<file path="src/bridge_pkg.sv">
// shared constants of the stream-to-sdram bridge
package bridge_pkg;
   // ==========================================
   // widths
   localparam int STREAM_W   = 64;
   localparam int MASK_W     = 8;
   localparam int MEM_DATA_W = 128;
   localparam int MEM_MASK_W = 16;
   localparam int MEM_ADDR_W = 25;
   localparam int BURST_W    = 4;
   localparam int FIFO_DEPTH = 8;
   localparam int CREDIT_W   = 36;
   localparam int CSR_W      = 32;
   localparam int BUSDEV_W   = 13;
   localparam int LEN_W      = 10;
   // ==========================================
   // packet header fields
   localparam int FMT_DATA_BIT = 30;
   localparam int FMT_4DW_BIT  = 29;
   localparam int TYPE_LSB     = 24;
   localparam int REQID_LSB    = 48;
   localparam int TAG_LSB      = 40;
   localparam int LBE_LSB      = 36;
   localparam int FBE_LSB      = 32;
   localparam int ADDR_QW_LSB  = 3;
   localparam logic [4:0] TYPE_MEM   = 5'h0_0;
   localparam logic [7:0] CPLD_BYTE0 = 8'h4A;
   localparam logic [2:0] FUNC_NUM   = 3'h0;
   // ==========================================
   // configuration input fields
   localparam int MRRS_LSB     = 12;
   localparam int MRRS_MIN_QW  = 16;
endpackage

</file>
<file path="src/stream_if.sv">
// valid/ready carrier between the bridge and its fifos
`timescale 1ns/10ps
interface stream_if #(
   parameter int W = 72
);
   logic         inValid;
   logic         inReady;
   logic [W-1:0] inData;
   logic         outValid;
   logic         outReady;
   logic [W-1:0] outData;
   modport fifo_side (input inValid, input inData, input outReady,
                      output inReady, output outValid, output outData);
   modport user_side (output inValid, output inData, output outReady,
                      input inReady, input outValid, input outData);
endinterface

</file>
<file path="src/pcie_stream_to_sdram_bridge.sv">
// bridge between a 64-bit packet stream port and an sdram local request port
`timescale 1ns/10ps
// Contract
// - Raise rx_nonposted_hold while a read cannot be taken.
// - All outgoing packets leave on the 64-bit tx_packet_word bus.
// - tx_word_valid is high exactly when tx_packet_word holds packet data.
// - tx_first_word pulses once with the first word of each packet.
// - tx_last_word pulses once with the final word of each packet.
// - Maximum read request size comes from the 32-bit control status input.
// - Completer id comes from the 13-bit bus/device input; requester id and tag come from the read request header.
// - Request address appears on the 25-bit mem_address output.
// - mem_write_req asks for a write at mem_address.
// - mem_read_req asks for a read from mem_address.
// - After mem_wdata_req, the next write word follows one cycle later.
// - 128-bit write bus, only the low 64 bits carry data.
// - Per-byte mask qualifies each write word.
// - Burst length is given in plain binary on mem_burst_count.
// - Receive half issues requests and write data; tx half takes read data.
// - Everything runs on the single system clock.
// - Reset holds all logic in its idle state.
// - rx_app_accepting is high only while packet words can be taken.
module pcie_stream_to_sdram_bridge #(
   parameter int DEPTH = bridge_pkg::FIFO_DEPTH
) (
   input  wire logic                                clk_sys,
   input  wire logic                                srst,
   input  wire logic [bridge_pkg::STREAM_W-1:0]     rx_packet_data,
   input  wire logic                                rx_data_valid,
   input  wire logic                                rx_first_word,
   input  wire logic                                rx_last_word,
   output logic                                     rx_app_accepting,
   output logic                                     rx_nonposted_hold,
   output logic [bridge_pkg::STREAM_W-1:0]          tx_packet_word,
   output logic                                     tx_word_valid,
   output logic                                     tx_first_word,
   output logic                                     tx_last_word,
   input  wire logic                                tx_core_accepting,
   input  wire logic [bridge_pkg::CREDIT_W-1:0]     tx_credit_vector,
   input  wire logic [bridge_pkg::CSR_W-1:0]        device_ctrl_status_in,
   input  wire logic [bridge_pkg::BUSDEV_W-1:0]     bus_device_number_in,
   input  wire logic                                mem_ready,
   output logic [bridge_pkg::MEM_ADDR_W-1:0]        mem_address,
   output logic                                     mem_write_req,
   output logic                                     mem_read_req,
   input  wire logic                                mem_wdata_req,
   output logic [bridge_pkg::MEM_DATA_W-1:0]        mem_wdata,
   output logic [bridge_pkg::MEM_MASK_W-1:0]        mem_byte_mask,
   output logic [bridge_pkg::BURST_W-1:0]           mem_burst_count,
   input  wire logic [bridge_pkg::STREAM_W-1:0]     mem_rdata,
   input  wire logic                                mem_rdata_valid
);
   localparam int WW = bridge_pkg::STREAM_W + bridge_pkg::MASK_W;
   localparam int BW = bridge_pkg::BURST_W;
   localparam int LW = bridge_pkg::LEN_W;

   typedef enum logic [6:0] {
      RX_HDR0  = 7'h0_1,
      RX_HDR1  = 7'h0_2,
      RX_DATA  = 7'h0_4,
      RX_DROP  = 7'h0_8,
      MEM_WR   = 7'h1_0,
      MEM_RD   = 7'h2_0,
      MEM_WDAT = 7'h4_0
   } rx_state_e;

   typedef enum logic [2:0] {
      TX_IDLE = 3'h1,
      TX_HDR1 = 3'h2,
      TX_DATA = 3'h4
   } tx_state_e;

   stream_if #(.W(WW)) wrIf ();
   stream_if #(.W(bridge_pkg::STREAM_W)) rdIf ();

   word_fifo #(.W(WW), .DEPTH(DEPTH)) u_wr_fifo (
      .clk_sys (clk_sys),
      .srst    (srst),
      .port    (wrIf.fifo_side)
   );
   word_fifo #(.W(bridge_pkg::STREAM_W), .DEPTH(DEPTH)) u_rd_fifo (
      .clk_sys (clk_sys),
      .srst    (srst),
      .port    (rdIf.fifo_side)
   );

   // ==========================================
   // helpers
   function automatic logic [BW-1:0] qwordBurst(input logic [LW-1:0] len, input logic [2:0] mrrs);
      logic [LW:0]   qw;
      logic [LW+1:0] lim;
      qw  = ({1'b0, len} + (LW+1)'(1)) >> 1;
      if (len == '0) qw = (LW+1)'(512);
      // one bit wider so the largest size code cannot wrap to zero
      lim = (LW+2)'(bridge_pkg::MRRS_MIN_QW) << mrrs;
      if ({1'b0, qw} > lim) qw = lim[LW:0];
      if (qw > (LW+1)'(DEPTH)) qw = (LW+1)'(DEPTH);
      qwordBurst = qw[BW-1:0];
   endfunction

   function automatic logic [7:0] wordMask(input logic [BW-1:0] idx, input logic [BW-1:0] last,
                                           input logic oddLen, input logic [3:0] fbe, input logic [3:0] lbe);
      logic [3:0] lo;
      logic [3:0] hi;
      lo = (idx == '0) ? fbe : 4'hF;
      hi = 4'hF;
      if (idx == last) begin
         if (oddLen) begin
            hi = 4'h0;
            if (idx != '0) lo = lbe;
         end else begin
            hi = lbe;
         end
      end
      wordMask = {hi, lo};
   endfunction

   // ==========================================
   // receive half: packet intake and memory requests
   rx_state_e rxState, next_rxState;
   logic [LW-1:0]  hdrLen, next_hdrLen;
   logic [3:0]     hdrFbe, next_hdrFbe, hdrLbe, next_hdrLbe;
   logic           hdrWrite, next_hdrWrite;
   logic [BW-1:0]  burst, next_burst, wordIdx, next_wordIdx;
   logic [BW-1:0]  wrSent, next_wrSent;
   logic [15:0]    reqId, next_reqId;
   logic [7:0]     reqTag, next_reqTag;
   logic [6:0]     lowAddr, next_lowAddr;
   logic [LW-1:0]  cplLen, next_cplLen;
   logic           readPending, next_readPending;
   logic           hdr4dw, next_hdr4dw;
   logic [bridge_pkg::MEM_ADDR_W-1:0] next_memAddress;
   logic [bridge_pkg::MEM_DATA_W-1:0] next_memWdata;
   logic [bridge_pkg::MEM_MASK_W-1:0] next_memMask;
   logic           rxTake, txDone;
   logic [31:0]    addrDw;
   logic [BW-1:0]  reqBurst;
   logic           isMem;

   assign rxTake   = rx_data_valid & rx_app_accepting;
   assign isMem    = (rx_packet_data[bridge_pkg::TYPE_LSB +: 5] == bridge_pkg::TYPE_MEM);
   assign addrDw   = hdr4dw ? rx_packet_data[63:32] : rx_packet_data[31:0];
   assign reqBurst = qwordBurst(hdrLen, device_ctrl_status_in[bridge_pkg::MRRS_LSB +: 3]);

   // write payload into the fifo, mask travels beside each word
   assign wrIf.inValid  = rxTake && (rxState == RX_DATA) && (wordIdx < burst);
   assign wrIf.inData   = {wordMask(wordIdx, burst - BW'(1), hdrLen[0], hdrFbe, hdrLbe), rx_packet_data};
   assign wrIf.outReady = mem_wdata_req && ((rxState == MEM_WR) || (rxState == MEM_WDAT)) && (wrSent < burst);

   always_comb begin
      next_rxState     = rxState;
      next_hdrLen      = hdrLen;
      next_hdrFbe      = hdrFbe;
      next_hdrLbe      = hdrLbe;
      next_hdrWrite    = hdrWrite;
      next_hdr4dw      = hdr4dw;
      next_burst       = burst;
      next_wordIdx     = wordIdx;
      next_wrSent      = wrSent;
      next_reqId       = reqId;
      next_reqTag      = reqTag;
      next_lowAddr     = lowAddr;
      next_cplLen      = cplLen;
      next_readPending = readPending & ~txDone;
      next_memAddress  = mem_address;
      next_memWdata    = mem_wdata;
      next_memMask     = mem_byte_mask;
      case (rxState)
         RX_HDR0: begin
            if (rxTake && rx_first_word) begin
               next_hdrLen   = rx_packet_data[LW-1:0];
               next_hdrWrite = rx_packet_data[bridge_pkg::FMT_DATA_BIT];
               next_hdr4dw   = rx_packet_data[bridge_pkg::FMT_4DW_BIT];
               next_hdrFbe   = rx_packet_data[bridge_pkg::FBE_LSB +: 4];
               next_hdrLbe   = rx_packet_data[bridge_pkg::LBE_LSB +: 4];
               // ids of a pending read stay put for its completion
               if (!rx_packet_data[bridge_pkg::FMT_DATA_BIT] && !readPending) begin
                  next_reqId  = rx_packet_data[bridge_pkg::REQID_LSB +: 16];
                  next_reqTag = rx_packet_data[bridge_pkg::TAG_LSB +: 8];
               end
               if (!isMem || (!rx_packet_data[bridge_pkg::FMT_DATA_BIT] && readPending)) begin
                  next_rxState = rx_last_word ? RX_HDR0 : RX_DROP;
               end else if (!rx_last_word) begin
                  next_rxState = RX_HDR1;
               end
            end
         end
         RX_HDR1: begin
            if (rxTake) begin
               next_memAddress = addrDw[bridge_pkg::ADDR_QW_LSB +: bridge_pkg::MEM_ADDR_W];
               next_burst      = reqBurst;
               next_wordIdx    = '0;
               next_wrSent     = '0;
               if (hdrWrite) begin
                  next_rxState = rx_last_word ? RX_HDR0 : RX_DATA;
               end else begin
                  next_cplLen  = (reqBurst == BW'(DEPTH)) ? LW'({reqBurst, 1'b0}) : hdrLen;
                  next_lowAddr = addrDw[6:0];
                  next_rxState = MEM_RD;
               end
            end
         end
         RX_DATA: begin
            if (rxTake) begin
               if (wordIdx < burst) next_wordIdx = wordIdx + BW'(1);
               if (rx_last_word) next_rxState = MEM_WR;
            end
         end
         RX_DROP: begin
            if (rxTake && rx_last_word) begin
               next_rxState = RX_HDR0;
            end
         end
         MEM_WR: begin
            if (mem_ready) next_rxState = MEM_WDAT;
         end
         MEM_RD: begin
            if (mem_ready) begin
               next_rxState     = RX_HDR0;
               next_readPending = 1'b1;
            end
         end
         MEM_WDAT: begin
            if (wrSent == burst) next_rxState = RX_HDR0;
         end
         default: next_rxState = RX_HDR0;
      endcase
      if (wrIf.outReady && wrIf.outValid) begin
         next_wrSent   = wrSent + BW'(1);
         next_memWdata = {64'h0000_0000_0000_0000, wrIf.outData[bridge_pkg::STREAM_W-1:0]};
         next_memMask  = {8'h00, wrIf.outData[WW-1 -: bridge_pkg::MASK_W]};
      end
   end

   always_ff @(posedge clk_sys) begin
      if (srst) begin
         rxState           <= RX_HDR0;
         hdrLen            <= '0;
         hdrFbe            <= '0;
         hdrLbe            <= '0;
         hdrWrite          <= 1'b0;
         hdr4dw            <= 1'b0;
         burst             <= '0;
         wordIdx           <= '0;
         wrSent            <= '0;
         reqId             <= '0;
         reqTag            <= '0;
         lowAddr           <= '0;
         cplLen            <= '0;
         readPending       <= 1'b0;
         rx_app_accepting  <= 1'b0;
         rx_nonposted_hold <= 1'b0;
         mem_address       <= '0;
         mem_write_req     <= 1'b0;
         mem_read_req      <= 1'b0;
         mem_wdata         <= '0;
         mem_byte_mask     <= '0;
         mem_burst_count   <= '0;
      end else begin
         rxState           <= next_rxState;
         hdrLen            <= next_hdrLen;
         hdrFbe            <= next_hdrFbe;
         hdrLbe            <= next_hdrLbe;
         hdrWrite          <= next_hdrWrite;
         hdr4dw            <= next_hdr4dw;
         burst             <= next_burst;
         wordIdx           <= next_wordIdx;
         wrSent            <= next_wrSent;
         reqId             <= next_reqId;
         reqTag            <= next_reqTag;
         lowAddr           <= next_lowAddr;
         cplLen            <= next_cplLen;
         readPending       <= next_readPending;
         rx_app_accepting  <= (next_rxState == RX_HDR0) || (next_rxState == RX_HDR1)
                              || (next_rxState == RX_DATA) || (next_rxState == RX_DROP);
         rx_nonposted_hold <= next_readPending || (next_rxState == MEM_RD);
         mem_address       <= next_memAddress;
         mem_write_req     <= (next_rxState == MEM_WR);
         mem_read_req      <= (next_rxState == MEM_RD);
         mem_wdata         <= next_memWdata;
         mem_byte_mask     <= next_memMask;
         mem_burst_count   <= next_burst;
      end
   end

   // ==========================================
   // transmit half: read data becomes a completion
   tx_state_e txState, next_txState;
   logic [BW-1:0] rdCount, next_rdCount, txSent, next_txSent;
   logic [bridge_pkg::STREAM_W-1:0] next_txWord;
   logic          next_txValid, next_txFirst, next_txLast;
   logic          txAdvance;
   logic [BW-1:0] rdQw;
   logic [15:0]   completerId;
   logic [31:0]   cplH0, cplH1, cplH2;

   assign completerId   = {bus_device_number_in, bridge_pkg::FUNC_NUM};
   assign rdQw          = BW'((cplLen + LW'(1)) >> 1); // write headers may reload burst meanwhile
   assign cplH0         = {bridge_pkg::CPLD_BYTE0, 14'h0000, cplLen};
   assign cplH1         = {completerId, 4'h0, cplLen, 2'b00};
   assign cplH2         = {reqId, reqTag, 1'b0, lowAddr};
   assign txAdvance     = !tx_word_valid || tx_core_accepting;
   assign rdIf.inValid  = mem_rdata_valid && readPending;
   assign rdIf.inData   = mem_rdata;
   assign rdIf.outReady = txAdvance && (txState == TX_DATA);

   always_comb begin
      next_txState = txState;
      next_rdCount = rdCount + BW'(rdIf.inValid && rdIf.inReady);
      next_txSent  = txSent;
      next_txWord  = tx_packet_word;
      next_txValid = tx_word_valid;
      next_txFirst = tx_first_word;
      next_txLast  = tx_last_word;
      txDone       = 1'b0;
      if (txAdvance) begin
         next_txValid = 1'b0;
         next_txFirst = 1'b0;
         next_txLast  = 1'b0;
         case (txState)
            TX_IDLE: begin
               if (readPending && (rdCount == rdQw) && (rdQw != '0)) begin
                  next_txWord  = {cplH1, cplH0};
                  next_txValid = 1'b1;
                  next_txFirst = 1'b1;
                  next_txState = TX_HDR1;
               end
            end
            TX_HDR1: begin
               next_txWord  = {32'h0000_0000, cplH2};
               next_txValid = 1'b1;
               next_txSent  = '0;
               next_txState = TX_DATA;
            end
            TX_DATA: begin
               if (rdIf.outValid) begin
                  next_txWord  = rdIf.outData;
                  next_txValid = 1'b1;
                  next_txSent  = txSent + BW'(1);
                  if (txSent == rdQw - BW'(1)) begin
                     next_txLast  = 1'b1;
                     next_txState = TX_IDLE;
                     next_rdCount = '0;
                     txDone       = 1'b1;
                  end
               end
            end
            default: next_txState = TX_IDLE;
         endcase
      end
   end

   always_ff @(posedge clk_sys) begin
      if (srst) begin
         txState        <= TX_IDLE;
         rdCount        <= '0;
         txSent         <= '0;
         tx_packet_word <= '0;
         tx_word_valid  <= 1'b0;
         tx_first_word  <= 1'b0;
         tx_last_word   <= 1'b0;
      end else begin
         txState        <= next_txState;
         rdCount        <= next_rdCount;
         txSent         <= next_txSent;
         tx_packet_word <= next_txWord;
         tx_word_valid  <= next_txValid;
         tx_first_word  <= next_txFirst;
         tx_last_word   <= next_txLast;
      end
   end
endmodule

</file>
<file path="src/word_fifo.sv">
// synchronous fifo with valid/ready on both sides
`timescale 1ns/10ps
module word_fifo #(
   parameter int W     = 72,
   parameter int DEPTH = 8
) (
   input  wire logic clk_sys,
   input  wire logic srst,
   stream_if.fifo_side port
);
   localparam int PW = $clog2(DEPTH);

   logic [W-1:0]  mem [DEPTH];
   logic [PW-1:0] wrPtr, rdPtr, next_wrPtr, next_rdPtr;
   logic [PW:0]   count, next_count;
   logic          doPush, doPop;

   // ==========================================
   // handshakes
   assign port.inReady  = (count != (PW+1)'(DEPTH));
   assign port.outValid = (count != '0);
   assign port.outData  = mem[rdPtr];
   assign doPush = port.inValid & port.inReady;
   assign doPop  = port.outValid & port.outReady;

   function automatic logic [PW-1:0] bump(input logic [PW-1:0] p);
      bump = (p == PW'(DEPTH - 1)) ? '0 : p + PW'(1);
   endfunction

   always_comb begin
      next_wrPtr = doPush ? bump(wrPtr) : wrPtr;
      next_rdPtr = doPop ? bump(rdPtr) : rdPtr;
      next_count = count + (PW+1)'(doPush) - (PW+1)'(doPop);
   end

   always_ff @(posedge clk_sys) begin
      if (srst) begin
         wrPtr <= '0;
         rdPtr <= '0;
         count <= '0;
      end else begin
         wrPtr <= next_wrPtr;
         rdPtr <= next_rdPtr;
         count <= next_count;
      end
   end

   always_ff @(posedge clk_sys) begin
      if (doPush) begin
         mem[wrPtr] <= port.inData;
      end
   end
endmodule

</file>
<file path="config.mk">
export PLATFORM = sky130hd
export DESIGN_NAME = pcie_stream_to_sdram_bridge
export DESIGN_NICKNAME = d
export VERILOG_FILES = /design/src/bridge_pkg.sv /design/src/stream_if.sv /design/src/pcie_stream_to_sdram_bridge.sv /design/src/word_fifo.sv
export SDC_FILE = /design/constraint.sdc
export NUM_CORES = 2
export LEC_CHECK = 0
export BUFFER_PORTS_ARGS = -buffer_cell sky130_fd_sc_hd__buf_2
export CORE_MARGIN = 1.5
export CORE_UTILIZATION = 25
export DETAILED_ROUTE_END_ITERATION = 16
export PLACE_DENSITY = 0.44
export SLEW_MARGIN = 20
export SYNTH_ARGS = -nofsm -noshare
export SYNTH_HDL_FRONTEND = slang
export SYNTH_HIERARCHICAL = 1
export SYNTH_SLANG_ARGS = --single-unit
export TNS_END_PERCENT = 100
</file>
<file path="constraint.sdc">
create_clock -name clk_sys -period 10.35 [get_ports clk_sys]
set_clock_uncertainty 0.1 [all_clocks]
set_input_delay 1.035 -clock clk_sys [delete_from_list [all_inputs] [get_ports clk_sys]]
set_output_delay 1.035 -clock clk_sys [all_outputs]
set_load 0.03 [all_outputs]
</file>
* Yosys cells after proc, flatten, opt, wreduce, memory -nomap -nowiden
Memory sizes are Yosys's and may differ from the RTL's. A register that Yosys moved wholly into a read port is not among the register bits.
Cells that the tools add are included.
** Storage, ports and cells
- Register bits after elaboration :: 208
- Memory bits (writable) :: 1088
- Input port bits :: 218
- Output and inout bits :: 244
- Logic and storage cells :: 206
- Memories kept :: 2
** Cells by class
- Add/sub/neg operators :: 16
- $lt $le $gt $ge :: 4
- Equal/unequal tests :: 33
- Shifts and indexed selects :: 1
- Muxes and demuxes :: 64
- Bitwise gates (word level) :: 8
- Reduce and logical (&&, ||, !) cells :: 46
** Memory list
- u_wr_fifo.mem :: depth 8, bits a word 72, read ports 1, clocked after memory_dff 1, wr ports 1, RTL line word_fifo.sv:13 : logic [W-1:0] mem [DEPTH];
- u_rd_fifo.mem :: depth 8, bits a word 64, read ports 1, clocked after memory_dff 1, wr ports 1, RTL line word_fifo.sv:13
** Operators with widths (count)
- case mux 64 bit (3 select lines) :: 1
- 2-to-1 mux 64 bit :: 2
- 2-to-1 mux 4 bit :: 18
- 2-to-1 mux 7 bit :: 10
- case mux 7 bit (7 select lines) :: 1
- 2-to-1 mux 3 bit :: 10
- 2-to-1 mux 28 bit :: 1
- 2-to-1 mux 10 bit :: 2
- == test 4 bit :: 4
- case mux 4 bit (2 select lines) :: 2
- nonzero test 4 bit :: 4
- == test 3 bit, second input constant :: 5
- == test 7 x 1 -> 1 bit, second input constant :: 2
- == test 7 x 2 -> 1 bit, second input constant :: 2
- == test 7 x 3 -> 1 bit, second input constant :: 2
- == test 7 x 4 -> 1 bit, second input constant :: 2
- == test 7 x 5 -> 1 bit, second input constant :: 2
- == test 7 x 6 -> 1 bit, second input constant :: 2
- logical AND 1 bit :: 14
- 2-to-1 mux 1 bit :: 13
- adder 3 x 1 -> 3 bit, second input constant :: 4
- adder 4 x 1 -> 4 bit :: 3
- adder 4 x 1 -> 4 bit, second input constant :: 3
- > comparator 10 x 12 -> 1 bit :: 1
- other kinds (30) :: 62

* Longest topological paths before layout
- Word-level depth :: 12
- Gate-level depth with buffers :: 14
- Depth with buffers taken out :: 14

* Hierarchy
The synthesis kept the hierarchy.
** Modules (own cells, without submodules)
- word_fifo (u_wr_fifo) :: times used 1, cells each 910, area an instance 22581.7 um^2, sequential area each 17556.8 um^2
- word_fifo (u_rd_fifo) :: times used 1, cells each 815, area an instance 19922.9 um^2, sequential area each 15635.0 um^2
- pcie_stream_to_sdram_bridge :: times used 1, cells each 1451, area an instance 12015.3 um^2, sequential area each 5205.0 um^2

* Least setup slack after synthesis
Ideal clock, no wire load.
- Path kind :: register -> register
- From :: register burst[1]
- To :: memory u_wr_fifo.mem[0][0] (enable)
- Library setup time :: 0.682 ns
- Data arrival time :: 9.012 ns
- Required time :: 9.568 ns
- Setup slack :: 0.556 ns
- Cell stages (with the launch flop) :: 9
- Buffers on the path :: 0
- Clock period less this slack :: 9.794 ns
- Path through :: dfxtp_1 -> inv_1 -> ha_1 -> nor2b_1 -> o21a_1 -> o21a_1 -> nor4_1 -> nand2_1 -> nor4_1
** On the way
- Longest elaborated chain between the ends :: 5
** RTL lines
- start: declaration :: RTL line pcie_stream_to_sdram_bridge.sv:123 : logic [BW-1:0] burst, next_burst, wordIdx, next_wordIdx;
- start signal: assignment :: RTL line pcie_stream_to_sdram_bridge.sv:265 : burst <= next_burst;
- less-than comparator 4 bit :: RTL line pcie_stream_to_sdram_bridge.sv:145 : assign wrIf.inValid = rxTake && (rxState == RX_DATA) && (wordIdx < burst);
- logical AND 1 bit :: RTL line pcie_stream_to_sdram_bridge.sv:145
- via wrIf.inValid :: RTL line stream_if.sv:6 : logic inValid;
- AND 1 bit :: RTL line word_fifo.sv:23 : assign doPush = port.inValid & port.inReady;
- 2-to-1 mux 1 bit :: RTL line word_fifo.sv:49 : if (doPush) begin
- 2-to-1 mux 1 bit (not written as such) :: RTL line word_fifo.sv:50 : mem[wrPtr] <= port.inData;
- end: declaration :: RTL line word_fifo.sv:13
The timed path passes the listed nets, and every way through them passes these cells.

* Worst setup path in the final report
- From :: register burst[1]
- To :: memory u_wr_fifo.mem[7][10] (enable)
The elaborated chain is that of the path after synthesis.

==> results.md <==
* Clock sinks at 1374
* Post-synth top cells: 1088 x edfxtp_1, 299 x nand2_1, 286 x dfxtp_1
* TritonCTS clock tree: done
* Via density at 4.497
* Via count of the first global-routing pass at 29.53k
* Drt initial violations at 1951
* Top-count cell post-synth: edfxtp_1
* Crit path max fanout at 49
* Final hold violation count at 0
* Arrival @ worst endpoint at 4.60 ns
* Final Wtd Congestion at 0.7241
* Ys flop type: edfxtp_1
* Area growth from synthesis to layout at 17.47%
* Startpoint types: register
* Worst hold-check path type: reg2reg
* DRT Pass-1 Iters at 5
* Seq cells post-synth at 1374
* Setup TNS at 0 ns
* Largest cells by area after synthesis: edfxtp_1 60%, mux4_2 11%, dfxtp_1 11%
* CTS max path bufs at 3
* RSZ-0062 raised after global routing: no
* R2R setup slack at 6.03 ns
* Final period util at 0.4171
* Static leakage at 20.38 nW
* Maxcap violations at 0
* Fin. max-slew vios at 0
* Core ar. at 217000 um^2
* Root Buffer: clkbuf_16
* Initial core utilization at 0.2513
* Reg clk slew, reported paths at 0.06 ns
* Via count at 29.27k
* Met2 routed WL at 76.06 mm
* R2r startpoint: burst[1]$_SDFFE_PP0P_
* Worst Max-Slew Pin Slew at 1.044 ns
* Crit path capture type: register
* Highest metal used: met5
* Residual DRC at 0
* Worst hold path depth at 2
* FILL cells at 21.67k
* Final ANT Viol Nets at 0
* Yosys warns at 6
* Final setup fails at 0
* Cts hold-fix bufs at 0
* Reg2Reg Depth at 10
* Met3 WL at 9.956 mm
* Wire per inst at 24.64 um
* Synth top area share at 0.5993
* PortBufs at 324
* Total track usage at 0.1430
* Setup Fix Bufs, Post-CTS at 0
* H-tree depth at 4
* CP Data Required Time at 10.64 ns
* Die footprint at 220900 um^2
* Remaining Overflow, GRT at 0
* Worst Hold Launch: mem_wdata[14]$_SDFFE_PP0P_
* CTS resizes at 0
* Die width at 470.0 um
* Metal-1 WL at 70.03 mm
* Status: completed
* Routed wire length at 160.3 mm
* Worst reg2reg endpoint: u_wr_fifo/mem[7][10]$_DFFE_PP_
* Share of flip-flops with an asynchronous set or reset at 0
* Global-route wire length before repair at 226.9 mm
* Register area share after synthesis at 0.7043
* Share of layout cells above drive strength 1 at 0.2975
* HPWL Detailed at 98.00 mm
* Post-Syn Area at 54520 um^2
* Core Rows at 171
* Peak VDD IR at 0.1620 mV
* F_max at 231.6 MHz
* Setup CP Type: reg2reg
* Largest net degree at the start of global routing at 91
* Power per Cell Area at 180.9 nW/um^2
* Final core utilization at 0.2952
* Synth area leader: edfxtp_1
* Initial antenna violation count at 86
* Hold worst-path end: mem_wdata[14]$_SDFFE_PP0P_
* Total CTS buffers at 149
* Mean Syn Cell Area at 17.17 um^2
* Tmin final at 4.318 ns
* Netlist cell types at 69
* Syn Inst Count at 3176
* Die Y at 470.0 um
* # IOs at 462
* Clock latency on the worst-skew pair at 0.78 ns
* Nets at 3787
* Post-synth EDFFs at 1088
* Max-Slew Margin vs Limit at 0.2964
[power breakdown]
part | leakage (nW) | internal (W) | switching (W) | total [W]
Sequential | 12.1 | 0.00595 | 0.00000799 | 0.00595
Combinational | 5.92 | 0.0000469 | 0.000177 | 0.000224
Clock | 2.41 | 0.00314 | 0.00227 | 0.00541
Total | 20.4 | 0.00913 | 0.00245 | 0.0116
[area by class of cell]
cell class                 instances  area [um^2]  share of cell area
sequential                      1374        38420              0.5999
multi-input combinational       1586        14920              0.2330
clock buffer                     213         4139             0.06463
tap                             2854         3571             0.05576
timing repair buffer             382         2067             0.03227
clock inverter                    63        797.0             0.01244
inverter                          29        108.9            0.001700
antenna                            7        17.52           0.0002735
[routing by layer]
| metal | global-route usage | vias to the layer above |
|---|---|---|
| met5 | 0 | - |
| met4 | 0.03475 | 70 |
| li1 | - | 13020 |
| met2 | 0.2337 | 719 |
| met3 | 0.04091 | 323 |
| met1 | 0.1863 | 15130 |
[critical path, cell delays in order, from the launching register on]
cell and delay, ns:
dfxtp_1 0.34, inv_1 0.11, ha_1 0.30, nor2b_1 0.13, o21a_1 0.16, o21a_1 0.19
nor4_1 0.28, buf_4 0.19, nand3_1 0.28, nor2_4 0.87, buf_4 0.86
[worst max path at each step]
stage	startpoint	end	slack (ns)	depth (start not counted)
floorplan	burst[1]$_SDFFE_PP0P_	u_wr_fifo/mem[0][0]$_DFFE_PP_	0.56	8
global placement	rx_data_valid	u_wr_fifo/mem[5][10]$_DFFE_PP_	5.57	8
detailed placement	rx_data_valid	u_wr_fifo/mem[5][39]$_DFFE_PP_	5.62	8
CTS	burst[1]$_SDFFE_PP0P_	u_wr_fifo/mem[5][39]$_DFFE_PP_	5.95	10
global route	burst[1]$_SDFFE_PP0P_	u_wr_fifo/mem[5][39]$_DFFE_PP_	5.78	10
finish	burst[1]$_SDFFE_PP0P_	u_wr_fifo/mem[7][10]$_DFFE_PP_	6.03	10
[cell usage in the layout (no fill, tap or decap), types with 9 or more instances in the layout]
cell type and count:
edfxtp_1 1088, buf_2 323, nand2_1 299, dfxtp_1 279, mux4_2 272, clkbuf_16 151
a21oi_1 145, mux2_2 86, nor2_1 76, nor3_1 72, conb_1 72, mux2_4 60
buf_4 58, a22oi_1 46, clkbuf_1 46, a211oi_1 45, ha_1 45, nand3_1 33
nand2b_1 32, mux2i_1 31, inv_1 29, a311oi_1 23, xnor2_1 20, o21ai_0 18
nor2b_1 17, clkinv_2 17, and2_1 15, a211oi_2 14, bufinv_16 13, clkbuf_8 12
clkinv_1 12, nor3_2 11, xor2_1 10, or3b_2 9, a31oi_1 9, nand3b_1 9
nand4_1 9, a22o_1 9
[metrics by stage]
step                total power, W  cell area [um^2]  worst slack (ns)  hold WS, ns  std cells
floorplan                 0.006187             54790            0.5563       0.3296       3247
global placement          0.006297             59090             5.569       0.3435       6225
detailed placement        0.006301             59090             5.616       0.3448       6225
CTS                        0.01176             64020             5.954       0.3357       6501
global route               0.01198             64030             5.778       0.3702       6504
finish                     0.01158             64040             6.033       0.3494       6508
[cells by family (layout without fill, tap and decap cells)]
family | after synthesis | in the layout | share of synthesized area
xor+xnor | 31 | 31 | 0.005232
compound gates | 354 | 354 | 0.04365
buf+inv | 287 | 687 | 0.02977
fa+ha+maj | 47 | 47 | 0.01106
flops | 1374 | 1374 | 0.7043
other cells | 1 | 79 | 0.00006878
mux | 449 | 449 | 0.1523
simple gates | 633 | 633 | 0.05361
[flip-flops by register name (all words and copies together) (netlist names), 7 cells and up, named ones only]
register,flops
mem_wdata,64
mem_address,25
rxState,7
reqTag,8
cplLen,10
u_wr_fifo/mem,576
u_rd_fifo/mem,512
reqId,16
tx_packet_word,64
mem_byte_mask,8
lowAddr,7
hdrLen,10
Note: power is estimated with default switching activity, not from simulation.
